**src/rtl/bmc_pkg.sv**
```systemverilog
// Constants and types for the boot and memory-map control block
// Operation
// - Both select pins low: external 48 MHz
// - Both select pins high: 12 MHz crystal
// - Boot map: ROM at 0000 and 8000
// - Boot map: RAM read/write in data space
// - Both maps: I/O window FD80 to FFFF
// - Normal map: ROM only at 8000
// - Normal map: RAM in code space
// - Reset clears map switch and attach
// - First fetch after reset hits ROM
// - Software cannot clear map switch
// - Normal map blocks code-space RAM writes
// - Revision bits 4..1 read-only
// - Bit 6 picks interrupt one source
// - Map switch is bit 0, resets 0
package bmc_pkg;
   // Register index on the plain register port
   localparam int REG_AW = 8;
   localparam logic [REG_AW-1:0] MCU_CFG_OFS = 8'h00;
   localparam logic [REG_AW-1:0] USB_CTL_OFS = 8'h01;
   // Field positions
   localparam int CFG_MAP_BIT = 0;
   localparam int CFG_REV_LSB = 1;
   localparam int CFG_REV_MSB = 4;
   localparam int CFG_IRQ_BIT = 6;
   localparam int USB_ATTACH_BIT = 0;
   localparam logic [7:0] REG_RESET = 8'h00;
   // Revision value is arbitrary
   localparam logic [3:0] REVISION_DEF = 4'h1;
   // Address windows
   localparam logic [15:0] ROM_LO_END = 16'h17FF;
   localparam logic [15:0] ROM_HI_BASE = 16'h8000;
   localparam logic [15:0] ROM_HI_END = 16'h97FF;
   localparam logic [15:0] RAM_END = 16'h1FFF;
   localparam logic [15:0] IO_BASE = 16'hFD80;
   localparam int LOC_AW = 13;
   localparam logic [15:0] RESET_VECTOR = 16'h0000;
   typedef enum logic [1:0]
   {
      CLK_XTAL = 2'b00,
      CLK_EXT = 2'b01,
      CLK_TEST = 2'b10
   } bmc_clk_src_t;
   typedef enum logic
   {
      MAP_BOOT = 1'b0,
      MAP_NORMAL = 1'b1
   } bmc_map_t;
endpackage

```
**src/rtl/bmc_top.sv**
```systemverilog
// Boot map switch, memory decode, config register and clock-source select
//
// Implementation choices: strobed register access and the register addresses.
`timescale 1ns/1ps
module bmc_top
#(
   parameter logic [3:0] REVISION = bmc_pkg::REVISION_DEF,
   parameter int PORT2_W = 8
)
(
   // Clock and reset
   input wire logic clk_i,
   input wire logic resetn_i,
   input wire logic func_reset_i,
   // Clock-select strap pins
   input wire logic clock_select_pin_a_i,
   input wire logic clock_select_pin_b_i,
   output bmc_pkg::bmc_clk_src_t clk_src_o,
   // Register port
   input wire logic [bmc_pkg::REG_AW-1:0] reg_addr_i,
   input wire logic [7:0] reg_wdata_i,
   input wire logic reg_wr_i,
   input wire logic reg_rd_i,
   output logic [7:0] reg_rdata_o,
   // Code space access
   input wire logic [15:0] code_addr_i,
   input wire logic code_rd_i,
   input wire logic code_wr_i,
   output logic code_rom_sel_o,
   output logic code_ram_sel_o,
   output logic code_wr_blocked_o,
   output logic [bmc_pkg::LOC_AW-1:0] code_loc_addr_o,
   // Data space access
   input wire logic [15:0] data_addr_i,
   input wire logic data_rd_i,
   input wire logic data_wr_i,
   output logic data_ram_sel_o,
   output logic data_ram_we_o,
   output logic data_io_sel_o,
   output logic [bmc_pkg::LOC_AW-1:0] data_loc_addr_o,
   // Map and attach state
   output logic boot_map_switch_o,
   output logic usb_attach_bit_o,
   // Interrupt one source
   input wire logic port3_bit3_pin_i,
   input wire logic [PORT2_W-1:0] port2_pins_i,
   output logic external_interrupt_one_o
);
   import bmc_pkg::*;

   logic [1:0] sel_s1;
   logic [1:0] sel_s2;
   logic irq_p3_s1;
   logic irq_p3_s2;
   logic [PORT2_W-1:0] p2_s1;
   logic [PORT2_W-1:0] p2_s2;
   logic boot_map_switch;
   logic irq1_source_select;
   logic usb_attach_bit;
   logic [7:0] next_rdata;
   logic cfg_wr;
   logic usb_wr;

   // Pins are asynchronous: two flops before any logic
   always_ff @(posedge clk_i or negedge resetn_i)
   begin
      if (!resetn_i)
      begin
         sel_s1 <= 2'h3;
         sel_s2 <= 2'h3;
         irq_p3_s1 <= 1'b0;
         irq_p3_s2 <= 1'b0;
         p2_s1 <= '0;
         p2_s2 <= '0;
      end
      else
      begin
         sel_s1 <= {clock_select_pin_b_i, clock_select_pin_a_i};
         sel_s2 <= sel_s1;
         irq_p3_s1 <= port3_bit3_pin_i;
         irq_p3_s2 <= irq_p3_s1;
         p2_s1 <= port2_pins_i;
         p2_s2 <= p2_s1;
      end
   end

   // Clock source from the strap pair; default is the crystal
   always_ff @(posedge clk_i or negedge resetn_i)
   begin
      if (!resetn_i)
         clk_src_o <= CLK_XTAL;
      else
         case (sel_s2)
            2'h0: clk_src_o <= CLK_EXT;
            2'h3: clk_src_o <= CLK_XTAL;
            // Mixed levels are test-only; flagged, never a mission clock
            default: clk_src_o <= CLK_TEST;
         endcase
   end

   assign cfg_wr = reg_wr_i && (reg_addr_i == MCU_CFG_OFS);
   assign usb_wr = reg_wr_i && (reg_addr_i == USB_CTL_OFS);

   // Map switch: set by software, cleared only by a reset
   always_ff @(posedge clk_i or negedge resetn_i)
   begin
      if (!resetn_i)
         boot_map_switch <= MAP_BOOT;
      else if (func_reset_i)
         boot_map_switch <= MAP_BOOT;
      else if (cfg_wr && reg_wdata_i[CFG_MAP_BIT])
         boot_map_switch <= MAP_NORMAL;
   end

   // Interrupt one source select
   always_ff @(posedge clk_i or negedge resetn_i)
   begin
      if (!resetn_i)
         irq1_source_select <= 1'b0;
      else if (func_reset_i)
         irq1_source_select <= 1'b0;
      else if (cfg_wr)
         irq1_source_select <= reg_wdata_i[CFG_IRQ_BIT];
   end

   // Attach bit stays low until software sets it; the write is taken in either map
   always_ff @(posedge clk_i or negedge resetn_i)
   begin
      if (!resetn_i)
         usb_attach_bit <= 1'b0;
      else if (func_reset_i)
         usb_attach_bit <= 1'b0;
      else if (usb_wr)
         usb_attach_bit <= reg_wdata_i[USB_ATTACH_BIT];
   end

   always_ff @(posedge clk_i or negedge resetn_i)
   begin
      if (!resetn_i)
      begin
         boot_map_switch_o <= 1'b0;
         usb_attach_bit_o <= 1'b0;
      end
      else
      begin
         boot_map_switch_o <= boot_map_switch;
         usb_attach_bit_o <= usb_attach_bit;
      end
   end

   // Read mux; revision field ignores writes, reserved bits read zero
   always_comb
   begin
      next_rdata = REG_RESET;
      if (reg_addr_i == MCU_CFG_OFS)
      begin
         next_rdata[CFG_MAP_BIT] = boot_map_switch;
         next_rdata[CFG_REV_MSB:CFG_REV_LSB] = REVISION;
         next_rdata[CFG_IRQ_BIT] = irq1_source_select;
      end
      else if (reg_addr_i == USB_CTL_OFS)
         next_rdata[USB_ATTACH_BIT] = usb_attach_bit;
   end

   // Data only in the cycle after the read strobe
   always_ff @(posedge clk_i or negedge resetn_i)
   begin
      if (!resetn_i)
         reg_rdata_o <= REG_RESET;
      else if (reg_rd_i)
         reg_rdata_o <= next_rdata;
      else
         reg_rdata_o <= REG_RESET;
   end

   // Code space decode, registered one cycle
   always_ff @(posedge clk_i or negedge resetn_i)
   begin
      if (!resetn_i)
      begin
         code_rom_sel_o <= 1'b0;
         code_ram_sel_o <= 1'b0;
         code_wr_blocked_o <= 1'b0;
         code_loc_addr_o <= '0;
      end
      else
      begin
         code_rom_sel_o <= 1'b0;
         code_ram_sel_o <= 1'b0;
         code_loc_addr_o <= code_addr_i[LOC_AW-1:0];
         // Code RAM is never write-enabled from here; attempts are flagged in the normal map only
         code_wr_blocked_o <= code_wr_i
            && (boot_map_switch == MAP_NORMAL);
         if (code_rd_i)
         begin
            if (code_addr_i >= ROM_HI_BASE && code_addr_i <= ROM_HI_END)
            begin
               code_rom_sel_o <= 1'b1;
               code_loc_addr_o <= LOC_AW'(code_addr_i - ROM_HI_BASE);
            end
            else if (boot_map_switch == MAP_BOOT)
               // Reset vector lands here, inside the boot ROM
               code_rom_sel_o <= (code_addr_i <= ROM_LO_END);
            else
               code_ram_sel_o <= (code_addr_i <= RAM_END);
         end
      end
   end

   // Data space decode, registered one cycle
   always_ff @(posedge clk_i or negedge resetn_i)
   begin
      if (!resetn_i)
      begin
         data_ram_sel_o <= 1'b0;
         data_ram_we_o <= 1'b0;
         data_io_sel_o <= 1'b0;
         data_loc_addr_o <= '0;
      end
      else
      begin
         data_ram_sel_o <= 1'b0;
         data_ram_we_o <= 1'b0;
         data_io_sel_o <= 1'b0;
         data_loc_addr_o <= data_addr_i[LOC_AW-1:0];
         if (data_rd_i || data_wr_i)
         begin
            if (data_addr_i >= IO_BASE)
            begin
               data_io_sel_o <= 1'b1;
               data_loc_addr_o <= LOC_AW'(data_addr_i - IO_BASE);
            end
            else if (boot_map_switch == MAP_BOOT
               && data_addr_i <= RAM_END)
            begin
               data_ram_sel_o <= 1'b1;
               data_ram_we_o <= data_wr_i;
            end
         end
      end
   end

   // Interrupt one routing
   always_ff @(posedge clk_i or negedge resetn_i)
   begin
      if (!resetn_i)
         external_interrupt_one_o <= 1'b0;
      else if (irq1_source_select)
         external_interrupt_one_o <= |p2_s2;
      else
         external_interrupt_one_o <= irq_p3_s2;
   end

   // Checks
   ext_clock_sel_a: assert property (
      @(posedge clk_i) disable iff (!resetn_i)
      sel_s2 == 2'h0 |=> clk_src_o == CLK_EXT)
      else $error("external clock not selected");
   xtal_clock_sel_a: assert property (
      @(posedge clk_i) disable iff (!resetn_i)
      sel_s2 == 2'h3 |=> clk_src_o == CLK_XTAL)
      else $error("crystal not selected");
   test_clock_sel_a: assert property (
      @(posedge clk_i) disable iff (!resetn_i)
      (sel_s2 == 2'h1 || sel_s2 == 2'h2) |=> clk_src_o == CLK_TEST)
      else $error("mixed straps not flagged");
   boot_rom_low_a: assert property (
      @(posedge clk_i) disable iff (!resetn_i)
      code_rd_i && !boot_map_switch && code_addr_i <= ROM_LO_END
      |=> code_rom_sel_o && !code_ram_sel_o
      && code_loc_addr_o == $past(code_addr_i[LOC_AW-1:0]))
      else $error("boot ROM low image not decoded");
   boot_data_ram_a: assert property (
      @(posedge clk_i) disable iff (!resetn_i)
      data_wr_i && !boot_map_switch && data_addr_i <= RAM_END
      |=> data_ram_sel_o && data_ram_we_o)
      else $error("boot map data RAM write missing");
   boot_ram_read_a: assert property (
      @(posedge clk_i) disable iff (!resetn_i)
      data_rd_i && !boot_map_switch && data_addr_i <= RAM_END
      |=> data_ram_sel_o && !data_ram_we_o && !data_io_sel_o)
      else $error("boot map data RAM read missing");
   io_window_a: assert property (
      @(posedge clk_i) disable iff (!resetn_i)
      (data_rd_i || data_wr_i) && data_addr_i >= IO_BASE
      |=> data_io_sel_o && !data_ram_sel_o
      && data_loc_addr_o == LOC_AW'($past(data_addr_i) - IO_BASE))
      else $error("I/O window not decoded");
   rom_high_normal_a: assert property (
      @(posedge clk_i) disable iff (!resetn_i)
      code_rd_i && boot_map_switch && code_addr_i >= ROM_HI_BASE
      && code_addr_i <= ROM_HI_END |=> code_rom_sel_o && !code_ram_sel_o)
      else $error("normal map high ROM not decoded");
   normal_rom_a: assert property (
      @(posedge clk_i) disable iff (!resetn_i)
      code_rd_i && boot_map_switch && code_addr_i <= RAM_END
      |=> !code_rom_sel_o && code_ram_sel_o)
      else $error("normal map code decode wrong");
   data_ram_moved_a: assert property (
      @(posedge clk_i) disable iff (!resetn_i)
      data_rd_i && boot_map_switch && data_addr_i <= RAM_END
      |=> !data_ram_sel_o)
      else $error("RAM still in data space in normal map");
   normal_data_ram_a: assert property (
      @(posedge clk_i) disable iff (!resetn_i)
      boot_map_switch |=> !data_ram_we_o)
      else $error("RAM write while in normal map");
   code_wr_block_a: assert property (
      @(posedge clk_i) disable iff (!resetn_i)
      code_wr_i && boot_map_switch |=> code_wr_blocked_o)
      else $error("code-space write not blocked");
   sticky_map_a: assert property (
      @(posedge clk_i) disable iff (!resetn_i)
      boot_map_switch && !func_reset_i |=> boot_map_switch)
      else $error("map switch cleared by software");
   func_reset_a: assert property (
      @(posedge clk_i) disable iff (!resetn_i)
      func_reset_i |=> !boot_map_switch && !usb_attach_bit
      ##1 !boot_map_switch_o && !usb_attach_bit_o)
      else $error("function reset did not clear state");
   cfg_read_a: assert property (
      @(posedge clk_i) disable iff (!resetn_i)
      reg_rd_i && reg_addr_i == MCU_CFG_OFS
      |=> reg_rdata_o[CFG_REV_MSB:CFG_REV_LSB] == REVISION
      && reg_rdata_o[5] == 1'b0 && reg_rdata_o[7] == 1'b0
      && reg_rdata_o[CFG_MAP_BIT] == $past(boot_map_switch))
      else $error("config read value wrong");
   cfg_irq_bit_a: assert property (
      @(posedge clk_i) disable iff (!resetn_i)
      reg_rd_i && reg_addr_i == MCU_CFG_OFS
      |=> reg_rdata_o[CFG_IRQ_BIT] == $past(irq1_source_select))
      else $error("interrupt source bit read wrong");
   irq_route_a: assert property (
      @(posedge clk_i) disable iff (!resetn_i)
      irq1_source_select |=> external_interrupt_one_o == $past(|p2_s2))
      else $error("interrupt one not from port 2");
   irq_port3_a: assert property (
      @(posedge clk_i) disable iff (!resetn_i)
      !irq1_source_select |=> external_interrupt_one_o == $past(irq_p3_s2))
      else $error("interrupt one not from port 3 pin");

   map_switch_c: cover property (@(posedge clk_i) disable iff (!resetn_i)
      !boot_map_switch ##1 boot_map_switch);
   attach_after_map_c: cover property (@(posedge clk_i)
      disable iff (!resetn_i)
      boot_map_switch && usb_wr && reg_wdata_i[USB_ATTACH_BIT]);
   blocked_write_c: cover property (@(posedge clk_i) disable iff (!resetn_i)
      code_wr_blocked_o);
   rom_high_c: cover property (@(posedge clk_i) disable iff (!resetn_i)
      code_rd_i && code_addr_i == ROM_HI_BASE);
   func_reset_c: cover property (@(posedge clk_i) disable iff (!resetn_i)
      func_reset_i && boot_map_switch);
endmodule

```
**config.mk**
```make
export PLATFORM = sky130hd
export DESIGN_NAME = bmc_top
export DESIGN_NICKNAME = d
export VERILOG_FILES = /design/src/rtl/bmc_pkg.sv /design/src/rtl/bmc_top.sv
export SDC_FILE = /design/constraint.sdc
export NUM_CORES = 1
export LEC_CHECK = 0
export ABC_AREA = 1
export BUFFER_PORTS_ARGS = -buffer_cell sky130_fd_sc_hd__buf_2
export CAP_MARGIN = 20
export CORE_MARGIN = 2
export CORE_UTILIZATION = 37
export DETAILED_ROUTE_END_ITERATION = 8
export PLACE_DENSITY = 0.73
export RECOVER_POWER = 25
export SLEW_MARGIN = 25
export SYNTH_ARGS = -nofsm -noshare
export SYNTH_HDL_FRONTEND = slang
export SYNTH_SLANG_ARGS = --single-unit
```
**constraint.sdc**
```tcl
create_clock -name clk_i -period 1 [get_ports clk_i]
set_input_delay 0.05 -clock clk_i [delete_from_list [all_inputs] [get_ports clk_i]]
set_output_delay 0.05 -clock clk_i [all_outputs]
set_load 0.1 [all_outputs]
```
==> results.md, run 1 <==
Global routing:
- The aggregate global routing overflow is 0.
- The number of global-route vias before repair is about 1.7k.
- The number of antenna violations at the first check in global routing is 0.
- The first-pass GRT wire length is slightly below 8000 um.
- The pin count of the biggest net entering global routing is 66.
- The aggregate global-route resource usage is 0.1732.

Clocking:
- The CTS tree is built.
- The master cell of the clock root buffer is clkbuf_8.
- The H-tree was split into 3 levels.
- The count of clock tree sinks is between 60 and 70.
- The total clock buffers created by CTS is 9.
- The clock passes through at most 2 buffers.
- The clock edge transition at the registers on the reported setup and hold paths is about 0.070 ns.
- The clock insertion delay at the later pin of the skew report is approximately 0.32 ns.
- Post-CTS timing repair inserted 0 buffers for setup.

Die:
- The total die area is between 6000 and 7000 um2.
- The floorplan step defined a core boundary enclosing ~5400 um2.
- For this configuration, the core starts out at a cell density of 0.3789.
- The count of boundary I/O pins is between 100 and 150.
- The die extent in y is ~79 um.
- The floorplan row count is 27.
- The horizontal extent of the die is approximately 79 um.

Timing:
- The achievable clock frequency is about 1000 MHz.
- Final hold analysis gives a worst-case slack of between 0.01 and 0.015 ns.
- The accumulated negative setup slack is 0 ns.
- Between clock sinks in the finished design, the worst skew comes to between 0.006 and 0.007 ns.
- The final hold violation count is 0.
- Setup violations remaining at the end of the flow were counted as 0.
- The share of the clock period used by the worst path after layout is 0.9720.
- Setup repair after global routing could not meet its margin everywhere.
- The shortest clock period the worst path allows after layout is a little under 1 ns.
- The number of pins exceeding their max-slew limit in the final report is 0.

Final layout:
- The net total in the final layout is around 370.
- The fraction of final layout cells sized beyond drive strength 1 is 0.4211.
- 0 antenna diodes ended up in the layout.
- Compared with the post-synthesis result, the final layout area differs by 89.25%.
- The cell area after layout is 3900 um2.

Power:
- The proportion of power drawn by flip-flops and latches is 0.465.
- The share of total power dissipated in combinational logic is 0.210.
- The switching power summed over all nets is between 1.5 and 2 mW.
- The power after layout is about 6.1 mW.
- For this design the ratio of total power to cell area is about 1600 nW/um2.
- Of the total power, the share spent switching nets is 0.2843.
- Cell internal power was estimated by the tool at about 4.3 mW.
- The static leakage is around 1.9 nW.
- VDD sags by at most approximately 0.0010 V.
- The share of total power dissipated in the clock network is 0.325.

Detailed routing:
- The vias after detailed routing is about 1.6k.
- The number of remaining DRC errors is 0.
- The detailed-route wire length per cell is ~12 um.
- The total wirelength of the detailed-routed design is between 4000 and 5000 um.
- The pre-antenna-repair detailed-routing pass consisted of 4 iterations.
- The routed length on met2 is between 2000 and 3000 um.
- The uppermost signal routing layer after detailed routing is met4.
- The sum of routed wire segments on met1 is about 1600 um.
- Detailed routing placed a total of between 300 and 400 um of wire on met3.
- The post-detailed-route via-to-cell ratio is about 4.2.
- The residual antenna-violating net count after detailed routing is 0.
- The number of DRC markers after the initial detailed-route iteration is 43.

Worst setup path:
- For the worst setup path, the data required time is around 0.95 ns.
- The kind of critical path is reg -> out.
- Setup slack on the worst reg-to-reg path comes out at 0.05 ns.
- The type of element capturing the critical path is a primary output.
- In this run the critical register-to-register path is launched from sel_s2[0].
- In this design, the largest share of critical-path delay is due to flip-flops.
- The critical path startpoint category is a flip-flop.
- In this run the critical register-to-register path is captured at clk_src_o[1].
- In this design, the stage delay of the slowest critical-path cell is 0.42 ns.
- The maximum net fanout on the critical path is 1.
- The signal on the critical path passes through buf_12.
- Data arrives at the worst endpoint at ~0.92 ns.
- The combined buffer and inverter count along the critical path is 1.
- For this design, the slowest cell found on the critical path is dfrtp_1.
- The depth of the worst register-to-register path is 2.

Synthesis:
- The flip-flop and latch count after synthesis is 65.
- After synthesis the cells add up to ~2100 um2.
- The cell taking the most area after synthesis is dfrtp_1.
- The synthesized design contains 0 enable-type register cells.
- Among all cell types in the netlist, the one instantiated most often is dfrtp_1.
- Of all flip-flops after synthesis, the portion carrying an async set or reset was 1.000.
- The Yosys step of the flow raised 0 warnings.
- The primary flip-flop cell chosen by synthesis mapping is dfrtp_1.
- The mean cell area of the mapped netlist is between 10 and 15 um2.
- Counting instances in the post-synthesis netlist gives the leading cell types as dfrtp_1, nand2_1, nor2_1.
- The share of the Yosys chip area taken by registers is 0.7917.
- The area share of the leading cell type in the synthesized netlist is 0.7407.
- Ranked by total cell area, the synthesized netlist is headed by dfrtp_1, dfstp_2, nand2_1, nor2_1, inv_1.
- After synthesis, the netlist uses 22 different library cells.
- The cell count after synthesis is about 150.

Run status:
- The run finished with clean final reports.

Placement:
- The final weighted congestion in routability-driven placement is 0.6867.
- The estimated wirelength of the detail-placed design is approximately 3200 um.
- The number of port buffers is 101.
- The placed instances occupy a cell area of about 3300 um2.

Worst hold path:
- Along the worst hold path, the cell count comes to 4.
- The worst min-delay path category is in -> reg.
- The start point of the worst hold path is data_addr_i[13].
- The path with the worst hold slack has its endpoint at data_ram_we_o.

Job:
- The tool flagged a number of max-cap violations equal to 0.
[metal layers]
layer	vias up	GRT usage
met3	6	0.05977
met5	-	0
met4	0	0.09123
met1	753	0.1779
li1	754	-
met2	75	0.3085
[cells in the final DEF, fill, tap and decap left out, types with 2 or more instances in the layout]
cell type / netlist / layout
inv_1: 11 / 11
buf_2: 0 / 51
clkbuf_8: 0 / 12
nor2_4: 2 / 2
clkbuf_1: 0 / 3
nor3_1: 3 / 3
conb_1: 1 / 5
dlymetal6s4s_1: 0 / 3
nor2_2: 5 / 5
nand2_1: 21 / 18
nand4_1: 3 / 3
nand3_1: 4 / 4
nor2_1: 13 / 13
inv_2: 2 / 2
buf_12: 0 / 41
dlygate4sd3_1: 0 / 45
dfstp_2: 4 / 4
dfrtp_1: 61 / 61
nand2_2: 3 / 6
ha_1: 2 / 2
[through the flow]
| step | util | setup WS [ns] | instances |
|---|---|---|---|
| final | 0.7170 | 0.02801 | 376 |
| after global routing | 0.7170 | -0.008011 | 376 |
| after CTS | 0.7221 | 0.01059 | 385 |
| after detailed placement | 0.5997 | 0.04665 | 321 |
| after global placement | 0.5997 | 0.08020 | 321 |
| after floorplan | - | 0.06675 | 151 |
[power groups by stage]
stage	clock [mW]	combinational, mW	sequential, mW
global placement	0	1.12	2.86
global route	2.17	1.33	2.83
floorplan	0	0.156	3.32
CTS	2.05	1.29	2.82
detailed placement	0	1.14	2.87
finish	1.97	1.27	2.82
[kinds of logic after synthesis]
| family | Yosys count | synth area share |
|---|---|---|
| AOI/OAI and AO/OA | 5 | 0.01639 |
| xor gates and xnor gates | 1 | 0.004251 |
| adders and majority gates | 2 | 0.01214 |
| buffers and inverters | 18 | 0.04190 |
| DFF | 65 | 0.7917 |
| other | 1 | 0.001820 |
| and+or+nand+nor | 55 | 0.1318 |
[layout make-up]
type,instances,area [um2]
flip-flops and latches,65,1632
repair buffers,142,1575
fillers,378,1539
multi-input cells,68,369.1
clock buffers,14,172.7
well taps,72,90.09
inverters,13,48.80
clock inverters,2,12.51
[state kept, by name, indices dropped and copies added, names as in the netlist, 2 cells and up]
signal           cells
reg_rdata_o          3
p2_s1                8
data_loc_addr_o     13
code_loc_addr_o     13
sel_s1               2
clk_src_o            2
p2_s2                8
sel_s2               2
[worst reg2reg max path, stage by stage (launching register included)]
cell and delay, ns:
dfstp_2 0.52, inv_1 0.04, ha_1 0.28
[how the worst max path moves through the flow]
| stage | to | cells after the start | from | slack (ns) |
|---|---|---|---|---|
| after floorplan | boot_map_switch_o | 0 | boot_map_switch_o | 0.07 |
| after global placement | clk_src_o[1] | 2 | sel_s2[0] | 0.08 |
| after detailed placement | clk_src_o[1] | 2 | sel_s2[0] | 0.05 |
| after CTS | data_loc_addr_o[5] | 1 | data_loc_addr_o[5] | 0.01 |
| after global routing | data_loc_addr_o[5] | 1 | data_loc_addr_o[5] | -0.008 |
| final | data_loc_addr_o[5] | 1 | data_loc_addr_o[5] | 0.03 |
[repair_timing]
item                                    4_1_cts  5_1_grt
endpoints found under the setup margin        0       10
hold buffers                                 48        0
resized for setup                             0        7
hold endpoints to repair                    108        0
No activity file was read; power rests on OpenSTA's default activity.
==> run 2: changes to the inputs <==
--- a/config.mk
+++ b/config.mk
@@ -9,9 +9,9 @@
 export BUFFER_PORTS_ARGS = -buffer_cell sky130_fd_sc_hd__buf_2
 export CAP_MARGIN = 20
 export CORE_MARGIN = 2
-export CORE_UTILIZATION = 37
+export CORE_UTILIZATION = 43
 export DETAILED_ROUTE_END_ITERATION = 8
-export PLACE_DENSITY = 0.73
+export PLACE_DENSITY = 0.83
 export RECOVER_POWER = 25
 export SLEW_MARGIN = 25
 export SYNTH_ARGS = -nofsm -noshare
==> run 2 against run 1 <==
Highest routed layer unchanged. Core utilization rose by 13 points. Critical endpoint is now code_loc_addr_o[4]. Setup slack improved by 0.0030 ns. Design area rose by 0.83%.
==> results.md, run 2 (synthesis gave the netlist of run 1 again) <==
Run status:
- The flow ran to the end, and the final reports show no timing, DRC or antenna violations.

Global routing:
- The global routing met2 resource utilization is 0.3954.
- The aggregate global routing overflow is 0.
- For this run, the total global-route usage over all layers was measured as 0.2163.
- For met3 alone, demand over resource in global routing was 0.06906.
- The pin count of the biggest net entering global routing is 37.
- The first global-routing pass estimated 8273 um of wire.
- The number of antenna violations at the first check in global routing was 0.
- The routing usage on met1 is 0.2212.
- The number of global-route vias before repair came to around 1.8k.
- The layer with the highest usage after global routing is met2.

Die:
- The die extent in y is 73.23 um.
- For this design the top-level I/O count stands at roughly 110.
- The total die area is approximately 5400 um2.
- The starting density of the core is 0.4421.
- The floorplan core area is between 4000 and 5000 um2.
- The floorplan row count is 25.
- The horizontal extent of the die is 73.23 um.

Final layout:
- The number of antenna diodes is 0.
- The area of the multi-input gates is approximately 350 um2.
- Excluding fillers, the count of instances in the completed layout stands at between 300 and 400.
- The library cell used most frequently in the layout, excluding fill and tap cells, is dfrtp_1.
- The top cell types in the final layout, fill and taps aside, are dfrtp_1, buf_2, dlygate4sd3_1.
- The net count of the finished layout is roughly 380.
- At the end of the flow the core is filled with cells to 0.8438.
- In the final layout, the registers with the most flip-flops are code_loc_addr_o (13), data_loc_addr_o (13).
- Registers take 1632 um2.
- The area growth from synthesis to layout is 90.83%.
- In the final layout, the share of cells above drive strength 1 is 0.4146.
- After filler insertion, the fill cell instance count of the layout stands at 218.

Clocking:
- Clock-pin slew was measured on the worst setup and hold paths at roughly 0.060 ns.
- CTS placed an instance of clkbuf_8 at the clock tree root.
- The CTS tree is built.
- No sink is reached through more buffers than the 2 on the longest clock path.
- The total clock buffers created by CTS is 9.
- CTS saw 65 sinks.
- The number of H-tree levels is 3.
- The clock insertion delay at the later pin of the skew report is around 0.33 ns.

Detailed routing:
- Using the TritonRoute via totals, the vias-per-cell ratio works out to ~4.5.
- For this run, design rule violations remaining after detail routing come to 0.
- The detail route stage leaves a number of antenna-violating nets equal to 0.
- The first detailed-routing pass took 4 iterations.
- Dividing the detail-routed wire length by the instance count gives between 10 and 15 um.
- The vias after detailed routing is about 1.6k.
- The total wirelength of the detailed-routed design is around 5200 um.
- The number of DRC markers after the initial detailed-route iteration is 73.

Worst setup path:
- The worst endpoint data arrival time is about 0.9 ns.
- The startpoint identified for the worst register-to-register timing path is sel_s2[0].
- Counting both buffers and inverters, the worst setup path holds a total of 1.
- The worst setup path is launched from a flip-flop.
- The worst setup path is captured at a primary output.
- The top cell family by delay on the critical path is flip-flops.
- The largest stage delay on the critical path is roughly 0.4 ns.
- The worst setup slack for register-to-register paths is approximately 0.070 ns.
- The slowest cell on the critical path is dfrtp_1.
- Walking the worst path, the cells encountered are buf_12.
- The kind of critical path is reg -> out.
- The critical path starts at code_loc_addr_o[4].
- For the worst setup path, the data required time is 0.95 ns.
- In this run the worst path has a maximum fanout of 1.

Worst hold path:
- The worst min-delay path category is in -> reg.
- The start point of the worst hold path is data_rd_i.

Job:
- Across the run, the number of max-cap violations was 0.

Power:
- The share of total power dissipated in sequential elements is 0.461.
- The power share of the combinational group is 0.214.
- The share of total power dissipated in the clock network is 0.325.
- Of the total power, the share spent switching nets is 0.2854.
- The switching power summed over all nets is roughly 1.7 mW.
- Summed over all cells, the static leakage comes to around 1.9 nW.
- The worst-case IR drop observed on VDD is roughly 0.0012 V.
- The internal portion of the total power is 4.372 mW.
- Overall power consumption after layout is estimated at around 6 mW.
- For this design the ratio of total power to cell area is 1556 nW/um2.

Timing:
- Setup violations remaining at the end of the flow were counted as 0.
- The final hold violation count is 0.
- For the final database, setup skew stands at roughly 0.0076 ns.
- Setup repair after global routing left no endpoint under its margin.
- The share of the clock period used by the worst path after layout is 0.9689.
- Derived from the worst setup path, the maximum achievable clock frequency is roughly 1000 MHz.
- The shortest clock period the worst path allows after layout is about 0.97 ns.
- The number of pins exceeding their max-slew limit in the final report is 0.
- After routing, the total negative slack on setup checks comes to 0 ns.

Placement:
- Once detailed placement completed, the half-perimeter wirelength came to ~3500 um.
- The number of port buffers is between 100 and 150.
- In this run, placement finished with an instance count of around 300.
- At the end of routability-driven placement, the weighted congestion stood at approximately 0.76.
run 2: final timing paths:
check / end / depth (start not counted)
worst max-delay path: code_loc_addr_o[4] / 1
worst min-delay path: data_ram_sel_o / 3
worst max register to register: clk_src_o[1] / 2
worst min register to register: p2_s2[3] / 0
max in group asynchronous: sel_s2[1] / 3
min in group asynchronous: reg_rdata_o[0] / 2
run 2: through the flow:
stage	area, um2	hold WS, ns	setup slack, ns
after floorplan	2076	-0.2456	0.06675
after global placement	3252	-0.1018	0.08110
after detailed placement	3252	-0.09550	0.07683
after CTS	3943	0.004422	0.01792
after global routing	3933	0.02326	0.001684
final	3933	0.01677	0.03105
run 2: what timing repair did:
item / in CTS / in global routing
endpoints found under the hold margin: 108 / 0
hold buffers: 51 / 0
endpoints found under the setup margin: 0 / 2
resized for setup: 0 / 2
buffers inserted: 0 / 0
run 2: cell type report:
class | count | share of cell area
Clock buffer | 16 | 0.04582
Timing Repair Buffer | 154 | 0.4206
Tap cell | 54 | 0.01718
Inverter | 13 | 0.01241
Sequential cell | 65 | 0.4149
Multi-Input combinational cell | 68 | 0.08909
run 2: power groups by stage:
stage	Clock, mW	Combinational, mW	Sequential [mW]
floorplan	0	0.156	3.32
global route	2.16	1.36	2.83
detailed placement	0	1.15	2.87
finish	1.99	1.31	2.82
global placement	0	1.13	2.86
CTS	2.02	1.31	2.82
run 2: routing by layer:
| layer | vias up | part of all wire |
|---|---|---|
| li1 | 776 | - |
| met1 | 808 | 0.34 |
| met2 | 53 | 0.59 |
| met3 | 11 | 0.046 |
| met4 | 0 | 0.026 |
| met5 | - | 0 |
==> run 3: changes to the inputs <==
--- a/config.mk
+++ b/config.mk
@@ -8,10 +8,12 @@
 export ABC_AREA = 1
 export BUFFER_PORTS_ARGS = -buffer_cell sky130_fd_sc_hd__buf_2
 export CAP_MARGIN = 20
+export CELL_PAD_IN_SITES_DETAIL_PLACEMENT = 1
+export CELL_PAD_IN_SITES_GLOBAL_PLACEMENT = 2
 export CORE_MARGIN = 2
-export CORE_UTILIZATION = 43
+export CORE_UTILIZATION = 26
 export DETAILED_ROUTE_END_ITERATION = 8
-export PLACE_DENSITY = 0.83
+export PLACE_DENSITY = 0.82
 export RECOVER_POWER = 25
 export SLEW_MARGIN = 25
 export SYNTH_ARGS = -nofsm -noshare
==> run 3 against run 2 <==
Non-clock buffer count is 6 lower. Combinational power hardly changed. Sequential cell count stayed put. Highest routed layer unchanged. Die area is 61% higher.
==> results.md, run 3 (synthesis gave the netlist of run 1 again) <==
Timing:
- Across all hold checks on the routed design, the worst slack comes to around 0.014 ns.
- The number of pins exceeding their max-slew limit in the final report was 0.
- The share of the clock period used by the worst path after layout is 0.9731.
- Setup violations remaining at the end of the flow were counted as 0.
- The shortest clock period the worst path allows after layout is 0.9731 ns.
- Timing would allow up to slightly above 1000 MHz.
- Setup repair after global routing could not meet its margin everywhere.
- The final worst clock skew is between 0.003 and 0.004 ns.
- Setup slack closes at 0.02690 ns.
- The final hold violation count is 0.

Worst setup path:
- The type of element capturing the critical path is a primary output.
- Across all register-to-register paths, the minimum setup slack is 0.04 ns.
- The worst endpoint data arrival time is roughly 0.9 ns.
- The critical path startpoint category is a flip-flop.
- The slowest cell on the critical path is dfrtp_1.
- Data on the critical path is required at its endpoint by about 0.95 ns.
- The largest stage delay on the critical path is between 0.4 and 0.5 ns.
- The endpoint of the most critical register-to-register path is clk_src_o[1].
- The critical register-to-register path startpoint is sel_s2[0].
- In this run the worst path has a maximum fanout of 1.
- Walking the worst path, the cells encountered are buf_12.
- The depth of the worst register-to-register path is 2.
- The worst setup path is of the reg -> out kind.
- Together, buffers and inverters on the worst path number 1.
- The top cell family by delay on the critical path is flip-flops.

Final layout:
- The library cell used most frequently in the layout, excluding fill and tap cells, is dfrtp_1.
- Summing all non-filler instances in the final layout gives an area of 3999 um2.
- For this run, the share of the core covered by cells in the final layout is 0.5202.
- The fraction of final layout cells sized beyond drive strength 1 is 0.4355.
- The number of antenna diodes is 0.
- The area growth from synthesis to final layout is 94.05%.
- In the layout the commonest cells are dfrtp_1, buf_2, dlygate4sd3_1.
- The net total in the final layout is 375.
- In the final layout, the registers with the most flip-flops are code_loc_addr_o (13), data_loc_addr_o (13).

Power:
- Of the total power, the share spent switching nets is 0.2983.
- IR analysis of the VDD net gives a maximum drop of roughly 0.0010 V.
- The static leakage is roughly 1.9 nW.
- The cell-internal power is approximately 4.4 mW.
- The proportion of power drawn by flip-flops and latches is 0.450.
- The power after layout is about 6.3 mW.
- The switching power summed over all nets is 1.870 mW.
- The power share of the combinational group is 0.208.
- Dividing total power by cell area gives a power density of 1567 nW/um2.
- The part of the power in the clock network is 0.342.

Worst hold path:
- The worst min-delay path category is in -> reg.
- Counting instances, the worst hold path has a depth of 4.
- For hold timing, the worst endpoint is data_ram_we_o.
- The start point of the worst hold path is data_addr_i[13].

Detailed routing:
- In the routed layout, each cell is associated on average with a via count of around 3.9.
- After the first detailed-routing iteration, the DRC count stood at 29.
- The residual antenna-violating net count after detailed routing is 0.
- The number of iterations in the first detailed-routing pass is 3.
- The total wirelength of the detailed-routed design is about 5500 um.
- After detailed routing, the average wire length per cell comes to approximately 13 um.
- Summing over every cut layer, the via total after detailed routing is 1622.
- The number of remaining DRC errors is 0.

Global routing:
- The number of antenna violations at the first check in global routing was 0.
- The number of global-route vias before repair is roughly 1.8k.
- The pin count of the biggest net entering global routing is 66.
- The first-pass GRT wire length is 8901 um.
- The aggregate global routing overflow is 0.
- The aggregate global-route resource usage is 0.1378.

Placement:
- Detailed placement ended at an HPWL of approximately 3800 um.
- The placed instances occupy a cell area of 3292 um2.
- The number of port buffers is 101.
- The setup slack at placement is approximately 0.044 ns.
- The final weighted congestion in routability-driven placement is roughly 0.69.

Run status:
- The run finished with clean final reports.

Die:
- The horizontal extent of the die is 93.03 um.
- The die extent in y is ~93 um.
- The die covers a little under 9000 um2.
- The floorplan core area is ~7700 um2.
- ~110 I/O pins were placed.
- The initial utilization of the core area, before any placement, comes to 0.2681.
- The initialized floorplan defines 32 standard-cell rows.

Job:
- Across the run, the number of max-cap violations was 0.

Clocking:
- The number of H-tree levels is 3.
- After clock tree synthesis, the clock-pin slew on the worst setup and hold paths is ~0.080 ns.
- The clock insertion delay at the later pin of the skew report is approximately 0.31 ns.
- The CTS tree is built.
- CTS placed an instance of clkbuf_8 at the clock tree root.
- The longest clock path from root to sink contains 2 buffers.
- The total clock buffers created by CTS is 9.
- The count of clock tree sinks is between 60 and 70.
==> run 3: repair_timing <==
action / 4_1_cts / 5_1_grt
hold endpoints to repair: 109 / 0
setup endpoints to repair: 0 / 10
gates resized for setup: 0 / 11
hold buffers: 50 / 0
setup buffers: 0 / 1
==> run 3: through the flow <==
step	setup TNS [ns]	std cells
after global routing	-0.02754	412
after CTS	0	416
after detailed placement	0	350
final	0	412
after floorplan	0	151
after global placement	0	350
==> run 3: per-layer routing <==
layer	track usage	wire (um)	vias to the layer above
met5	0	0	-
met4	0.06250	143	0
met3	0.03143	229	9
met2	0.2796	3442	45
met1	0.1274	1688	802
li1	-	-	766
==> run 3: final cells by class <==
cell class              instances  area (um2)
flip-flops and latches         65        1632
clock buffers                   9       123.9
well taps                     102       127.6
multi-input cells              68       376.6
clock inverters                 7       71.32
inverters                      13       48.80
fillers                       804        3689
repair buffers                148        1619
==> run 3: worst max path at each step <==
stage / start / end / slack, ns / cells past startpoint
floorplan: boot_map_switch_o / boot_map_switch_o / 0.07 / 0
global placement: sel_s2[0] / clk_src_o[1] / 0.08 / 2
detailed placement: sel_s2[0] / clk_src_o[1] / 0.04 / 2
CTS: code_loc_addr_o[11] / code_loc_addr_o[11] / 0.02 / 1
global route: code_loc_addr_o[3] / code_loc_addr_o[3] / -0.01 / 1
finish: code_loc_addr_o[2] / code_loc_addr_o[2] / 0.03 / 1
==> run 3: power groups by stage <==
stage / sequential, mW / clock (mW) / combinational (mW)
6_report: 2.82 / 2.14 / 1.31
5_1_grt: 2.83 / 2.35 / 1.36
4_1_cts: 2.82 / 2.20 / 1.31
2_1_floorplan: 3.32 / 0 / 0.156
3_3_place_gp: 2.86 / 0 / 1.13
3_5_place_dp: 2.87 / 0 / 1.15
==> run 3: worst register-to-register path, delay by kind of cell (launching register included) <==
family | cells | cell delay [ns]
adders and majority gates | 1 | 0.27
buffers and inverters | 1 | 0.04
DFF | 1 | 0.54
